File: src/core/io_ports_params.svh
// register offsets, field positions and reset values for the port block
// assumes a 32-bit apb slave with one aligned word per register
`ifndef IO_PORTS_PARAMS_SVH
`define IO_PORTS_PARAMS_SVH
`define OFS_PORT_CONTROL 12'h000
`define OFS_P0_MODE 12'h004
`define OFS_P1_MODE 12'h008
`define OFS_P2_MODE 12'h00C
`define OFS_P3_MODE 12'h010
`define OFS_IRQ_EDGE 12'h014
`define OFS_TIMER_CTL 12'h018
`define OFS_DATA_OUT 12'h01C
`define OFS_PORT_IN 12'h020
`define OFS_STATUS 12'h024
`define OFS_IRQ_CLR 12'h028
`define BIT_PORT_CONTROL_REG_CMP_OUT 0
`define BIT_PORT_CONTROL_REG_P1_OD 1
`define BIT_PORT_CONTROL_REG_P0_OD 2
`define BIT_PORT_CONTROL_REG_P2_OD 3
`define BIT_P3M_ANALOG 1
`define BIT_EDGE_LO 6
`define BIT_EDGE_HI 7
`define BIT_TMR_DEMOD_SEL 8
`define RST_P0_MODE 2'h0
`define RST_P2_DIR 8'h00
`endif

File: src/core/io_ports_pkg.sv
// shared types for the port block
// assumes nothing beyond the params header
package io_ports_pkg;
    typedef enum logic [1:0] {EDGE_FALL, EDGE_RISE, EDGE_BOTH, EDGE_NONE} edge_mode_e;
    typedef enum logic [1:0] {ST_RUN, ST_STOP} pwr_state_e;
endpackage

File: src/core/io_ports.sv
// three 8-bit ports and a 4-bit port 3, pull-up gating, wake gates and comparator/timer routing on port 3
// assumes apb master on the system clock; pins synchronous; analog comparators outside
`timescale 1ns/1ps
`include "io_ports_params.svh"

module io_ports
    import io_ports_pkg::*;
(
    // clock and reset
    input wire logic i_clk_sys,
    input wire logic i_arst_n,
    // apb slave
    input wire logic i_psel,
    input wire logic i_penable,
    input wire logic i_pwrite,
    input wire logic [11:0] i_paddr,
    input wire logic [31:0] i_pwdata,
    output logic [31:0] o_prdata,
    output logic o_pready,
    output logic o_pslverr,
    // power control
    input wire logic i_stop_enter,
    input wire logic i_stop_recovery,
    output logic o_stop_wake,
    output logic o_cmp_power_en,
    // port pins
    input wire logic [7:0] i_p0,
    input wire logic [7:0] i_p1,
    input wire logic [7:0] i_p2,
    input wire logic [3:0] i_p3,
    output logic [7:0] o_p0,
    output logic [7:0] o_p0_oe,
    output logic [7:0] o_p0_pullup,
    output logic [7:0] o_p1,
    output logic [7:0] o_p1_oe,
    output logic [7:0] o_p1_pullup,
    output logic [7:0] o_p2,
    output logic [7:0] o_p2_oe,
    output logic [7:0] o_p2_pullup,
    output logic [3:0] o_p3,
    // comparators and timers
    input wire logic i_comparator_out_a,
    input wire logic i_comparator_out_b,
    input wire logic i_t8_out,
    input wire logic i_t16_out,
    output logic o_edge_detect_in,
    // interrupts toward the cpu
    output logic o_interrupt_request_zero,
    output logic o_interrupt_request_one,
    output logic o_interrupt_request_two
);

    // open-drain: drive only while data is low
    function automatic logic [7:0] drive_en(input logic [7:0] dir, input logic [7:0] dat, input logic od);
        drive_en = od ? (dir & ~dat) : dir;
    endfunction

    function automatic logic edge_hit(input logic prev, input logic cur, input logic [1:0] mode);
        case (mode)
            2'h0: edge_hit = prev & ~cur;
            2'h1: edge_hit = ~prev & cur;
            2'h2: edge_hit = prev ^ cur;
            default: edge_hit = 1'b0;
        endcase
    endfunction

    logic [7:0] port_control_reg_r;
    logic [1:0] p0_mode_r;
    logic p1_dir_r;
    logic [7:0] p2_dir_r;
    logic [7:0] p3_mode_r;
    logic [7:0] irq_edge_r;
    logic [8:0] timer_ctl_r;
    logic [7:0] p0_dat_r, p1_dat_r, p2_dat_r;
    logic [2:0] irq_flag_r;
    logic [3:0] p3_s1_r, p3_s2_r, p3_s3_r;
    logic [7:0] p2_s1_r, p2_s2_r;
    pwr_state_e pwr_r;
    logic [31:0] prdata_nxt;

    wire wr_en = i_psel & i_penable & i_pwrite;
    // recovery beats a same-cycle write so port0 and port1 directions always return to input
    wire cfg_wr = wr_en & ~i_stop_recovery;
    wire rd_en = i_psel & ~i_penable & ~i_pwrite;
    wire hit_port_control_reg = i_paddr == `OFS_PORT_CONTROL;
    wire hit_p0m = i_paddr == `OFS_P0_MODE;
    wire hit_p1m = i_paddr == `OFS_P1_MODE;
    wire hit_p2m = i_paddr == `OFS_P2_MODE;
    wire hit_p3m = i_paddr == `OFS_P3_MODE;
    wire hit_edge = i_paddr == `OFS_IRQ_EDGE;
    wire hit_tmr = i_paddr == `OFS_TIMER_CTL;
    wire hit_dout = i_paddr == `OFS_DATA_OUT;
    wire hit_pin = i_paddr == `OFS_PORT_IN;
    wire hit_stat = i_paddr == `OFS_STATUS;
    wire hit_clr = i_paddr == `OFS_IRQ_CLR;
    wire hit_any = hit_port_control_reg | hit_p0m | hit_p1m | hit_p2m | hit_p3m | hit_edge | hit_tmr | hit_dout
                   | hit_pin | hit_stat | hit_clr;

    wire analog_mode = p3_mode_r[`BIT_P3M_ANALOG];
    wire [7:0] p0_dir = {{4{p0_mode_r[1]}}, {4{p0_mode_r[0]}}};
    wire [7:0] p1_dir = {8{p1_dir_r}};
    wire [1:0] edge_mode = irq_edge_r[`BIT_EDGE_HI:`BIT_EDGE_LO];
    wire hit_l1 = edge_hit(p3_s3_r[1], p3_s2_r[1], edge_mode);
    wire hit_l2 = edge_hit(p3_s3_r[2], p3_s2_r[2], edge_mode);
    // line3 falling edge is irq one only in digital mode
    wire hit_l3 = ~analog_mode & p3_s3_r[3] & ~p3_s2_r[3];
    wire p2_or = |p2_s2_r;
    wire p2_and = &p2_s2_r;
    // in analog mode line3 joins the wake sources; lines 1..2 never do then
    wire wake_src = p2_or | ~p2_and | (analog_mode & ~p3_s2_r[3])
                    | (~analog_mode & ~(&p3_s2_r[2:1]));
    wire edge_src = timer_ctl_r[`BIT_TMR_DEMOD_SEL] ? p2_s2_r[0] : p3_s2_r[1];
    wire cmp_route = port_control_reg_r[`BIT_PORT_CONTROL_REG_CMP_OUT];
    wire p34 = cmp_route ? i_comparator_out_a : (timer_ctl_r[0] ? i_t8_out : p0_dat_r[4]);
    wire p35 = timer_ctl_r[1] ? i_t16_out : p0_dat_r[5];
    wire p36 = timer_ctl_r[5:4] == 2'h0 ? p0_dat_r[6] : (timer_ctl_r[4] ? i_t8_out : (p2_and | p2_or));
    wire p37 = cmp_route ? i_comparator_out_b : p0_dat_r[7];
    wire [2:0] irq_clr = (wr_en & hit_clr) ? i_pwdata[2:0] : 3'h0;
    wire [2:0] irq_set = {hit_l1, hit_l3, hit_l2};

    assign prdata_nxt = hit_port_control_reg ? {24'h0, port_control_reg_r} :
                        hit_p0m ? {30'h0, p0_mode_r} :
                        hit_p1m ? {31'h0, p1_dir_r} :
                        hit_p2m ? {24'h0, p2_dir_r} :
                        hit_p3m ? {24'h0, p3_mode_r} :
                        hit_edge ? {24'h0, irq_edge_r} :
                        hit_tmr ? {23'h0, timer_ctl_r} :
                        hit_dout ? {8'h0, p2_dat_r, p1_dat_r, p0_dat_r} :
                        hit_pin ? {4'h0, analog_mode ? 1'b0 : p3_s2_r[3], p3_s2_r[2:0], p2_s2_r, i_p1, i_p0} :
                        hit_stat ? {27'h0, pwr_r == ST_STOP, irq_flag_r, 1'b0} :
                        32'h0;

    // apb: zero wait states, error on unmapped address
    always_ff @(posedge i_clk_sys or negedge i_arst_n) begin
        if (!i_arst_n) begin
            o_prdata <= 32'h0;
            o_pready <= 1'b0;
            o_pslverr <= 1'b0;
        end else begin
            if (rd_en) begin
                o_prdata <= prdata_nxt;
            end
            o_pready <= i_psel & ~i_penable;
            o_pslverr <= i_psel & ~i_penable & ~hit_any;
        end
    end

    // drive mode bits for all three ports and comparator routing
    always_ff @(posedge i_clk_sys or negedge i_arst_n) begin
        if (!i_arst_n) begin
            port_control_reg_r <= 8'h0;
        end else if (cfg_wr & hit_port_control_reg) begin
            port_control_reg_r <= i_pwdata[7:0];
        end
    end

    // nibble directions; recovery clears them before any write
    always_ff @(posedge i_clk_sys or negedge i_arst_n) begin
        if (!i_arst_n) begin
            p0_mode_r <= `RST_P0_MODE;
        end else if (i_stop_recovery) begin
            p0_mode_r <= 2'h0;
        end else if (cfg_wr & hit_p0m) begin
            p0_mode_r <= i_pwdata[1:0];
        end
    end

    // port1 has one direction bit for the whole byte
    always_ff @(posedge i_clk_sys or negedge i_arst_n) begin
        if (!i_arst_n) begin
            p1_dir_r <= 1'b0;
        end else if (i_stop_recovery) begin
            p1_dir_r <= 1'b0;
        end else if (cfg_wr & hit_p1m) begin
            p1_dir_r <= i_pwdata[0];
        end
    end

    // port2 is left alone by recovery
    always_ff @(posedge i_clk_sys or negedge i_arst_n) begin
        if (!i_arst_n) begin
            p2_dir_r <= `RST_P2_DIR;
        end else if (cfg_wr & hit_p2m) begin
            p2_dir_r <= i_pwdata[7:0];
        end
    end

    always_ff @(posedge i_clk_sys or negedge i_arst_n) begin
        if (!i_arst_n) begin
            p3_mode_r <= 8'h0;
        end else if (cfg_wr & hit_p3m) begin
            p3_mode_r <= i_pwdata[7:0];
        end
    end

    always_ff @(posedge i_clk_sys or negedge i_arst_n) begin
        if (!i_arst_n) begin
            irq_edge_r <= 8'h0;
        end else if (cfg_wr & hit_edge) begin
            irq_edge_r <= i_pwdata[7:0];
        end
    end

    always_ff @(posedge i_clk_sys or negedge i_arst_n) begin
        if (!i_arst_n) begin
            timer_ctl_r <= 9'h0;
        end else if (cfg_wr & hit_tmr) begin
            timer_ctl_r <= i_pwdata[8:0];
        end
    end

    // one word loads all three data latches at once
    always_ff @(posedge i_clk_sys or negedge i_arst_n) begin
        if (!i_arst_n) begin
            p0_dat_r <= 8'h0;
        end else if (cfg_wr & hit_dout) begin
            p0_dat_r <= i_pwdata[7:0];
        end
    end

    always_ff @(posedge i_clk_sys or negedge i_arst_n) begin
        if (!i_arst_n) begin
            p1_dat_r <= 8'h0;
        end else if (cfg_wr & hit_dout) begin
            p1_dat_r <= i_pwdata[15:8];
        end
    end

    always_ff @(posedge i_clk_sys or negedge i_arst_n) begin
        if (!i_arst_n) begin
            p2_dat_r <= 8'h0;
        end else if (cfg_wr & hit_dout) begin
            p2_dat_r <= i_pwdata[23:16];
        end
    end

    // three stages so edges never look at the first flop
    // reset to the idle high level so no false edge follows reset
    always_ff @(posedge i_clk_sys or negedge i_arst_n) begin
        if (!i_arst_n) begin
            p3_s1_r <= 4'hF;
            p3_s2_r <= 4'hF;
            p3_s3_r <= 4'hF;
        end else begin
            p3_s1_r <= i_p3;
            p3_s2_r <= p3_s1_r;
            p3_s3_r <= p3_s2_r;
        end
    end

    // port2 feeds only levels, so two stages are enough
    always_ff @(posedge i_clk_sys or negedge i_arst_n) begin
        if (!i_arst_n) begin
            p2_s1_r <= 8'h0;
            p2_s2_r <= 8'h0;
        end else begin
            p2_s1_r <= i_p2;
            p2_s2_r <= p2_s1_r;
        end
    end

    // set wins over clear
    always_ff @(posedge i_clk_sys or negedge i_arst_n) begin
        if (!i_arst_n) begin
            irq_flag_r <= 3'h0;
        end else begin
            irq_flag_r <= (irq_flag_r & ~irq_clr) | irq_set;
        end
    end

    always_ff @(posedge i_clk_sys or negedge i_arst_n) begin
        if (!i_arst_n) begin
            pwr_r <= ST_RUN;
            o_stop_wake <= 1'b0;
        end else begin
            case (pwr_r)
                ST_RUN: begin
                    if (i_stop_enter) pwr_r <= ST_STOP;
                    o_stop_wake <= 1'b0;
                end
                ST_STOP: begin
                    o_stop_wake <= wake_src;
                    if (i_stop_recovery) pwr_r <= ST_RUN;
                end
                default: pwr_r <= ST_RUN;
            endcase
        end
    end

    // pull-ups start on: every line is an input out of reset
    always_ff @(posedge i_clk_sys or negedge i_arst_n) begin
        if (!i_arst_n) begin
            o_p0 <= 8'h0;
            o_p0_oe <= 8'h0;
            o_p0_pullup <= 8'hFF;
        end else begin
            o_p0 <= p0_dat_r;
            o_p0_oe <= drive_en(p0_dir, p0_dat_r, port_control_reg_r[`BIT_PORT_CONTROL_REG_P0_OD]);
            o_p0_pullup <= ~p0_dir;
        end
    end

    always_ff @(posedge i_clk_sys or negedge i_arst_n) begin
        if (!i_arst_n) begin
            o_p1 <= 8'h0;
            o_p1_oe <= 8'h0;
            o_p1_pullup <= 8'hFF;
        end else begin
            o_p1 <= p1_dat_r;
            o_p1_oe <= drive_en(p1_dir, p1_dat_r, port_control_reg_r[`BIT_PORT_CONTROL_REG_P1_OD]);
            o_p1_pullup <= ~p1_dir;
        end
    end

    // one drive choice for every output bit of port2
    always_ff @(posedge i_clk_sys or negedge i_arst_n) begin
        if (!i_arst_n) begin
            o_p2 <= 8'h0;
            o_p2_oe <= 8'h0;
            o_p2_pullup <= 8'hFF;
        end else begin
            o_p2 <= p2_dat_r;
            o_p2_oe <= drive_en(p2_dir_r, p2_dat_r, port_control_reg_r[`BIT_PORT_CONTROL_REG_P2_OD]);
            o_p2_pullup <= ~p2_dir_r;
        end
    end

    // comparators drop the cycle stop is requested, not one later
    always_ff @(posedge i_clk_sys or negedge i_arst_n) begin
        if (!i_arst_n) begin
            o_p3 <= 4'h0;
            o_cmp_power_en <= 1'b0;
            o_edge_detect_in <= 1'b0;
        end else begin
            o_p3 <= {p37, p36, p35, p34};
            o_cmp_power_en <= analog_mode & (pwr_r == ST_RUN) & ~i_stop_enter;
            o_edge_detect_in <= edge_src;
        end
    end

    // flags stay sticky until software clears them
    always_ff @(posedge i_clk_sys or negedge i_arst_n) begin
        if (!i_arst_n) begin
            o_interrupt_request_zero <= 1'b0;
            o_interrupt_request_one <= 1'b0;
            o_interrupt_request_two <= 1'b0;
        end else begin
            o_interrupt_request_zero <= irq_flag_r[0];
            o_interrupt_request_one <= irq_flag_r[1];
            o_interrupt_request_two <= irq_flag_r[2];
        end
    end

endmodule // io_ports

File: config.mk
export PLATFORM = sky130hd
export DESIGN_NAME = io_ports
export DESIGN_NICKNAME = d
export VERILOG_FILES = /design/src/core/io_ports_pkg.sv /design/src/core/io_ports.sv
export VERILOG_INCLUDE_DIRS = /design/src /design/src/core
export SDC_FILE = /design/constraint.sdc
export NUM_CORES = 1
export LEC_CHECK = 0
export ABC_AREA = 1
export BUFFER_PORTS_ARGS = -buffer_cell sky130_fd_sc_hd__buf_4
export CORE_MARGIN = 4
export CORE_UTILIZATION = 35
export CTS_CLUSTER_SIZE = 30
export DETAILED_ROUTE_END_ITERATION = 10
export PLACE_DENSITY_LB_ADDON = 0.15
export REMOVE_ABC_BUFFERS = 1
export SYNTH_ARGS = -nofsm -noshare
export SYNTH_HDL_FRONTEND = slang
export SYNTH_SLANG_ARGS = --single-unit
File: constraint.sdc
create_clock -name i_clk_sys -period 2.6 [get_ports i_clk_sys]
set_input_delay 0.52 -clock i_clk_sys [delete_from_list [all_inputs] [get_ports i_clk_sys]]
set_output_delay 0.52 -clock i_clk_sys [all_outputs]
set_load 0.03 [all_outputs]
# Word level (Yosys, flattened, before mapping)
# Index checks and enable logic that the tools add are counted.
op_classes:
  n_eq_ne: 15
  mux: 32
  n_bitwise: 66
  reduce_logical: 11
op_table:
  columns: ["op", "count"]
  rows:
  - ["28-bit two-way mux", 9]
  - ["12-bit by 5-bit equality test with 1-bit output (second input constant)", 4]
  - ["8-bit NOT", 6]
  - ["12-bit by 6-bit equality test with 1-bit output (second input constant)", 3]
  - ["1-bit AND", 25]
  - ["8-bit AND", 3]
  - ["12-bit by 4-bit equality test with 1-bit output (second input constant)", 2]
  - ["8-bit two-way mux", 3]
  - ["1-bit OR", 14]
  - ["1-bit NOT", 13]
  - ["12-bit by 3-bit equality test with 1-bit output (second input constant)", 1]
  - ["12-bit zero test", 1]
  - ["1-bit two-way mux", 10]
  - ["2-bit two-way mux", 4]
  - ["8-bit AND reduction", 1]
  - ["8-bit OR reduction", 1]
  - ["2-bit zero test", 3]
  - ["1-bit one-hot mux with 3 select lines", 2]
  - ["2-bit nonzero test", 3]
  - ["5-bit two-way mux", 1]
  - ["2-bit by 1-bit equality test with 1-bit output (second input constant)", 2]
  - ["2-bit inequality test (second input constant)", 2]
  - ["2-bit one-hot mux with 2 select lines", 1]
  - ["2-bit AND reduction", 2]
  - ["7 further kinds", 8]
totals:
  regBits: 217
  in_bits: 83
  word_cells: 160

# Logic depth before layout (Yosys ltp)
# Gate-level depths: netlist (run 1).
depth:
  ltp_word: 13
  depth_mapped: 16
  ltp_nobuf: 16

# Least setup slack after synthesis (run 1)
# OpenSTA, ideal clock, no wires.
synth_timing:
  kind: "in2reg"
  startpoint: "input i_paddr[9]"
  endpoint: "register o_prdata[15]"
  setup_time_ps: 121
  arrival_time_ps: 1749
  required_time_ps: 2479
  slack_ps: 730
  cell_stages: 9
  cell_sequence: "nor2_1 > nand2_2 > nor2_2 > nand2_2 > nand4_4 > or2_4 > inv_4 > buf_6 > a22o_1"
synth_via:
  elab_chain_len: 10
  elab_cells_between_ends: 18
  classes_between: "eq/ne: 8; mux: 9; reduce/logical: 1"
synth_rtl:
  columns: ["item", "line_no", "source"]
  rows:
  - ["from (decl)", "io_ports.sv:16", "input wire logic [11:0] i_paddr,"]
  - ["12-bit by 6-bit equality test with 1-bit output (no source line)", null, null]
  - ["28-bit two-way mux", "io_ports.sv:129", "hit_pin ? {4'h0, analog_mode ? 1'b0 : p3_s2_r[3], p3_s2_r[2:0], p2_s2_r, i_p1, i_p0} :"]
  - ["28-bit two-way mux", "io_ports.sv:128", "hit_dout ? {8'h0, p2_dat_r, p1_dat_r, p0_dat_r} :"]
  - ["28-bit two-way mux", "io_ports.sv:127", "hit_tmr ? {23'h0, timer_ctl_r} :"]
  - ["28-bit two-way mux", "io_ports.sv:126", "hit_edge ? {24'h0, irq_edge_r} :"]
  - ["28-bit two-way mux", "io_ports.sv:125", "hit_p3m ? {24'h0, p3_mode_r} :"]
  - ["28-bit two-way mux", "io_ports.sv:124", "hit_p2m ? {24'h0, p2_dir_r} :"]
  - ["28-bit two-way mux", "io_ports.sv:123", "hit_p1m ? {31'h0, p1_dir_r} :"]
  - ["28-bit two-way mux", "io_ports.sv:122", "hit_p0m ? {30'h0, p0_mode_r} :"]
  - ["28-bit two-way mux (*)", "io_ports.sv:121", "assign prdata_nxt = hit_port_control_reg ? {24'h0, port_control_reg_r} :"]
  - ["to (signal assigned)", "io_ports.sv:141", "o_prdata <= prdata_nxt;"]
  - ["to (decl)", "io_ports.sv:18", "output logic [31:0] o_prdata,"]
# Every way passes the cells marked *; elsewhere a longest branch is shown, timed or not.
# A chain may end at the register's enable or synchronous reset.

# Final worst setup path (run 1)
layout_timing:
  startpoint: "input i_paddr[9]"
  endpoint: "register o_prdata[25]"
# Same word-level chain as after synthesis.

==> run metrics, run 1 <==
fill cell count 2050; Post-Route WL 21100 um; CP Capture Type register; Core Util, Final 0.469; # resized after CTS 0; layout cells sized above 1 0.327; # setup viols final 0; LEAKAGE between 4 and 5 nW; placer congestion estimate around 0.84; Top FF cell, synth dfrtp_1; Die W around 160 um; Initial DRT Pass Iterations 5; final non-filler cell total 1204; Top delay family on crit path simple AND/OR/NAND/NOR gates; clk buf depth 2; clock latency at the later pin of the worst-skew pair about 0.43 ns; area delta synth->final 30.1%; CTS tree built; Crit path buffers/inverters 2; synth warn 0; via count roughly 5700; initial antenna violation count 0; Final Max Tran Viols 0; Remaining DRCs 0; DR vias/cell ~4.7; Initial Util 0.361; Max Cap Violations 0; unrepaired setup endpoints after global routing false; Final #Nets 1003; GRT Residual Overflow 0; CP max stage cell or2_4; die area 24400 um^2; clock root cell clkbuf_16; clk_skew 0.00967 ns; sequential share of the synthesized area 0.647; Die Ht 156 um; Peak Freq about 540 MHz; Post-Synthesis Cells 729; fin crit share 0.710; Hold Fails Final Rpt 0; I/O Pins 199; H-tree levels 4; worst-path maximum fanout 18; most used cell, CP nand2_2; Layout Cell Area excl Fill 10000 um^2; PD cells between 600 and 700 nW/um^2; Post-synth EDFFs 0; Slew @ Worst Pin 0.602 ns; synthesized cell area 7700 um^2; clock sink total just under 200; syn avg cell area 10.6 um^2; ys async rst share 1.00; Slew headroom 0.598; CP cell instances buf_4, nor2_1, nand2_2, nor2_4, nand2_2, nand4_4, or2_4, inv_4, nand3_2, o21ai_1; Hold WC Path Type in -> async; core area 21400 um^2; gr usage total 0.177; status finished clean; port bufs 186; first-pass GRT wire length about 33000 um; commonest cells after routing, fill and taps aside 198 x buf_4, 176 x dfrtp_1, 141 x nand2_1; WL per Instance approximately 18 um; post-synth cell types 46; peak per-stage delay on the critical path 0.27 ns; Post-CTS Setup Bufs 0; DR iter-0 viols around 300; TNS Setup 0 ns; Placed Area 9370 um^2; Detail Route Antenna Nets 0; most common cell after layout, fill and taps aside buf_4; Setup Crit Path Kind in -> reg; Worst Path Required 2.95 ns; vias in the first global route 5797; CTS Buf Count 17; Final HPWL DP 15600 um; Synth Register Bits approximately 200; placed instance count between 1000 and 1500; CP arrival 2.20 ns; largest net degree at the start of global routing 60; n_diodes 0; Tmin final 1.85 ns; FP Rows 53; Power Total 6.30 mW; Reg clk slew, reported paths 0.07 ns; hold_buf cts 0; Worst Setup Start Kind input port; Peak VDD IR 0.523 mV
## metal layers
| layer | track usage | vias up | share of wire |
|---|---|---|---|
| li1 | - | 2767 | - |
| met1 | 0.242 | 2728 | 0.44 |
| met2 | 0.285 | 150 | 0.48 |
| met3 | 0.0431 | 16 | 0.063 |
| met4 | 0.0434 | 0 | 0.011 |
| met5 | 0 | - | 0 |
## final timing paths
path                                  from              to  slack, ns  cells past startpoint
min in group i_clk_sys             i_p2[6]      p2_s1_r[6]       0.19                      1
worst max register to register  p2_s2_r[7]         o_p3[2]       1.25                      3
worst max-delay path            i_paddr[9]    o_prdata[25]       0.75                     10
max in group asynchronous         i_arst_n  o_p2_pullup[0]       1.73                      2
worst min-delay path              i_arst_n   irq_edge_r[6]       0.06                      1
worst min register to register  p2_s1_r[1]      p2_s2_r[1]       0.35                      0
## where the power goes
| part | internal [mW] | total, mW | switching, mW |
|---|---|---|---|
| clock | 1.56 | 2.82 | 1.26 |
| sequential | 3.13 | 3.15 | 0.0202 |
| combinational | 0.131 | 0.341 | 0.210 |
## state kept, by name, indices dropped and copies added (netlist names), 8 cells and up
register,flops
o_p1_oe,8
p3_mode_r,8
p2_dat_r,8
irq_edge_r,8
p1_dat_r,8
o_p0_oe,8
timer_ctl_r,9
o_p2_oe,8
o_prdata,28
o_p1,8
p0_dat_r,8
o_p0,8
p2_s2_r,8
p2_dir_r,8
o_p2,8
o_p2_pullup,8
p2_s1_r,8
port_control_reg_r,8
## synthesized netlist by cell type (15+ instances only)
library cell  count  share of area
o21ai_1          55          0.036
inv_1            56          0.027
dfstp_2          22          0.075
a21oi_1          43          0.028
nand3_1          19          0.012
buf_4            18          0.018
nor2_1           33          0.016
inv_2            15         0.0073
a22o_1           18          0.020
dfrtp_1         176           0.57
o21ai_0          23          0.015
nand2_1         141          0.069
## final cells by class
type,count,area (um^2),area share
timing repair buffer,201,1540,0.154
clock inverter,15,213,0.0212
sequential,198,4980,0.498
multi-input combinational,425,2230,0.223
inverter,73,277,0.0276
tap,275,344,0.0344
clock buffer,17,425,0.0425
## through the flow
stage	hold WS, ns	worst slack [ns]
2_1_floorplan	0.224	0.445
3_3_place_gp	0.333	0.311
3_5_place_dp	0.335	0.303
4_1_cts	0.0708	0.760
5_1_grt	0.0824	0.563
6_report	0.0604	0.753
## logic make-up after synthesis
group | share of synthesized area
other cells | 0.000487
fa+ha+maj | 0.00650
flops | 0.647
mux | 0.0101
buf+inv | 0.0645
simple gates | 0.149
compound gates | 0.122
## worst register-to-register path: cells and delay by family (launching register included)
kind	cells	cell delay [ns]
flops	1	0.38
compound gates	2	0.35
simple gates	1	0.51
Power figures use the tool's default switching activity.
==> inputs of run 2 (changes only) <==
clock period = 1.5 ns   (was 2.6 ns; I/O delays follow)
==> run metrics, run 2 (synthesized netlist as in run 1, its figures left out) <==
H-tree levels 4 (unchanged); most common cell after layout, fill and taps aside buf_4; Top delay family on crit path flip-flops; Final #Nets 1062 (+5.9%); Pint 8.09 mW (+68%); commonest cells after routing, fill and taps aside 237 x buf_4, 176 x dfrtp_1, 140 x nand2_1; Biggest register o_prdata; Setup Crit Path Kind reg -> out; Post-CTS Setup Bufs 0 (unchanged); layout cells sized above 1 0.355 (+0.0280); status finished with violations; area delta synth->final 37.1%; Worst Setup Start Kind register; clock sink total 198 (unchanged); GRT Residual Overflow 0 (unchanged); CP cell instances buf_4; placed instance count 1218 (+3.9%); # setup viols final 8 (+8); Final Max Tran Viols 0 (unchanged); I/O Pins 199 (unchanged); clk_skew 0.00993 ns (+0.000257 ns); clk buf depth 2 (unchanged); Initial Util 0.361 (unchanged); via count 5922 (+4.6%); peak per-stage delay on the critical path 0.59 ns (+0.32 ns); Crit path buffers/inverters 1 (-1); Worst Path Required 1.20 ns (-1.75 ns); CP Capture Type primary output; Placed Area 9810 um^2 (+4.6%); n_diodes 0 (unchanged); first-pass GRT wire length 33900 um (+3.1%); Post-Route WL 21900 um (+3.8%); Tmin final between 1.5 and 2 ns; Final WS setup -0.00789 ns (-0.761 ns); final non-filler cell total 1263 (+4.9%); TNS Setup -0.0539 ns (-0.0539 ns); Hold WC Path Type in -> reg; Sw Pwr 2.54 mW (+71%); Initial DRT Pass Iterations 4 (-1); DR iter-0 viols 218 (-27%); WL per Instance 17.4 um (-1.1%); vias in the first global route 5904 (+1.8%); Hold Fails Final Rpt 0 (unchanged); clock root cell clkbuf_16; CP max stage cell dfstp_2; Reg clk slew, reported paths 0.08 ns (about the same); core area 21400 um^2 (unchanged); LEAKAGE 5.29 nW (+6.4%); placer congestion estimate 0.851 (+1.9%); Die W 156 um (unchanged); CP arrival 1.21 ns (-0.99 ns); CTS Buf Count 17 (unchanged); CTS tree built; gr usage total 0.182 (+0.00485); Max Cap Violations 0 (unchanged); clock share of power 0.424 (-0.023); unrepaired setup endpoints after global routing true; FP Rows 53 (unchanged); port bufs 186 (unchanged); Layout Cell Area excl Fill 10600 um^2 (+5.4%); Peak Freq 663 MHz; Die Ht 156 um (unchanged); Largest register FFs 28 (unchanged); Fin Hold WS 0.0352 ns (-0.0252 ns); Remaining DRCs 0 (unchanged); fin crit share 1.01; largest net degree at the start of global routing 44 (-27%); Final HPWL DP 16400 um (+5.2%); switch share 0.239 (+0.00333); flop2flop setup slack 0.24 ns (-1.01 ns); Power Total 10.6 mW (+69%); DR vias/cell 4.69 (-0.28%); Detail Route Antenna Nets 0 (unchanged); initial antenna violation count 0 (unchanged); Peak VDD IR 0.682 mV (+30%); worst-path maximum fanout 8 (-10); top flop regs o_prdata (28), timer_ctl_r (9); Place WS -0.391 ns (-0.694 ns); Core Util, Final 0.494 (+0.0253); combinational share of power 0.063 (+0.009); clock latency at the later pin of the worst-skew pair 0.43 ns (about the same); die area 24400 um^2 (unchanged); failing checks negative setup slack; sequential power share 0.514 (+0.015); PD cells 1010 nW/um^2 (+60%)
[run 2: changes by cell type in the layout (fill, tap and decap cells not counted), moves of 3 or more]
cell           change
dlygate4sd3_1     +13
nor2_2             -3
buf_12             +7
nor2_4             +3
clkinv_2           +4
buf_4             +39
[run 2: power by group through the flow]
stage	Combinational, mW	Sequential, mW	Clock [mW]
floorplan	0.135	5.61	0
detailed placement	0.652	5.56	0
CTS	0.682	5.46	4.63
finish	0.668	5.46	4.50
global route	0.735	5.47	4.83
global placement	0.652	5.56	0
[run 2: worst paths after layout]
check	start	endpoint	cells after the start
hold / removal	i_stop_enter	o_cmp_power_en	2
setup / recovery	o_p1_pullup[3]	o_p1_pullup[0]	1
max in group asynchronous	i_arst_n	o_p0_pullup[2]	3
min in group asynchronous	i_arst_n	p3_mode_r[6]	2
hold reg to reg	p2_s1_r[2]	p2_s2_r[2]	0
setup reg to reg	p3_s2_r[1]	irq_flag_r[2]	3
[run 2: cell type report]
type,count,area (um^2)
Inverter,73,279
Multi-Input combinational cell,425,2260
Sequential cell,198,4980
Fill cell,2047,10800
Tap cell,275,344
Clock inverter,14,145
Clock buffer,18,439
Timing Repair Buffer,260,2100
[run 2: per-layer routing]
layer | wire length (um) | vias up | track usage
li1 | - | 2890 | -
met3 | 1130 | 18 | 0.0301
met2 | 10600 | 142 | 0.297
met4 | 257 | 0 | 0.0496
met1 | 9950 | 2872 | 0.252
met5 | 0 | - | 0
[run 2: timing repair]
item | 4_1_cts | 5_1_grt
gates resized for setup | 0 | 7
hold buffers | 13 | 0
endpoints found under the setup margin | 8 | 26
pin swaps | 0 | 2
endpoints found under the hold margin | 42 | 0
cloned | 0 | 0
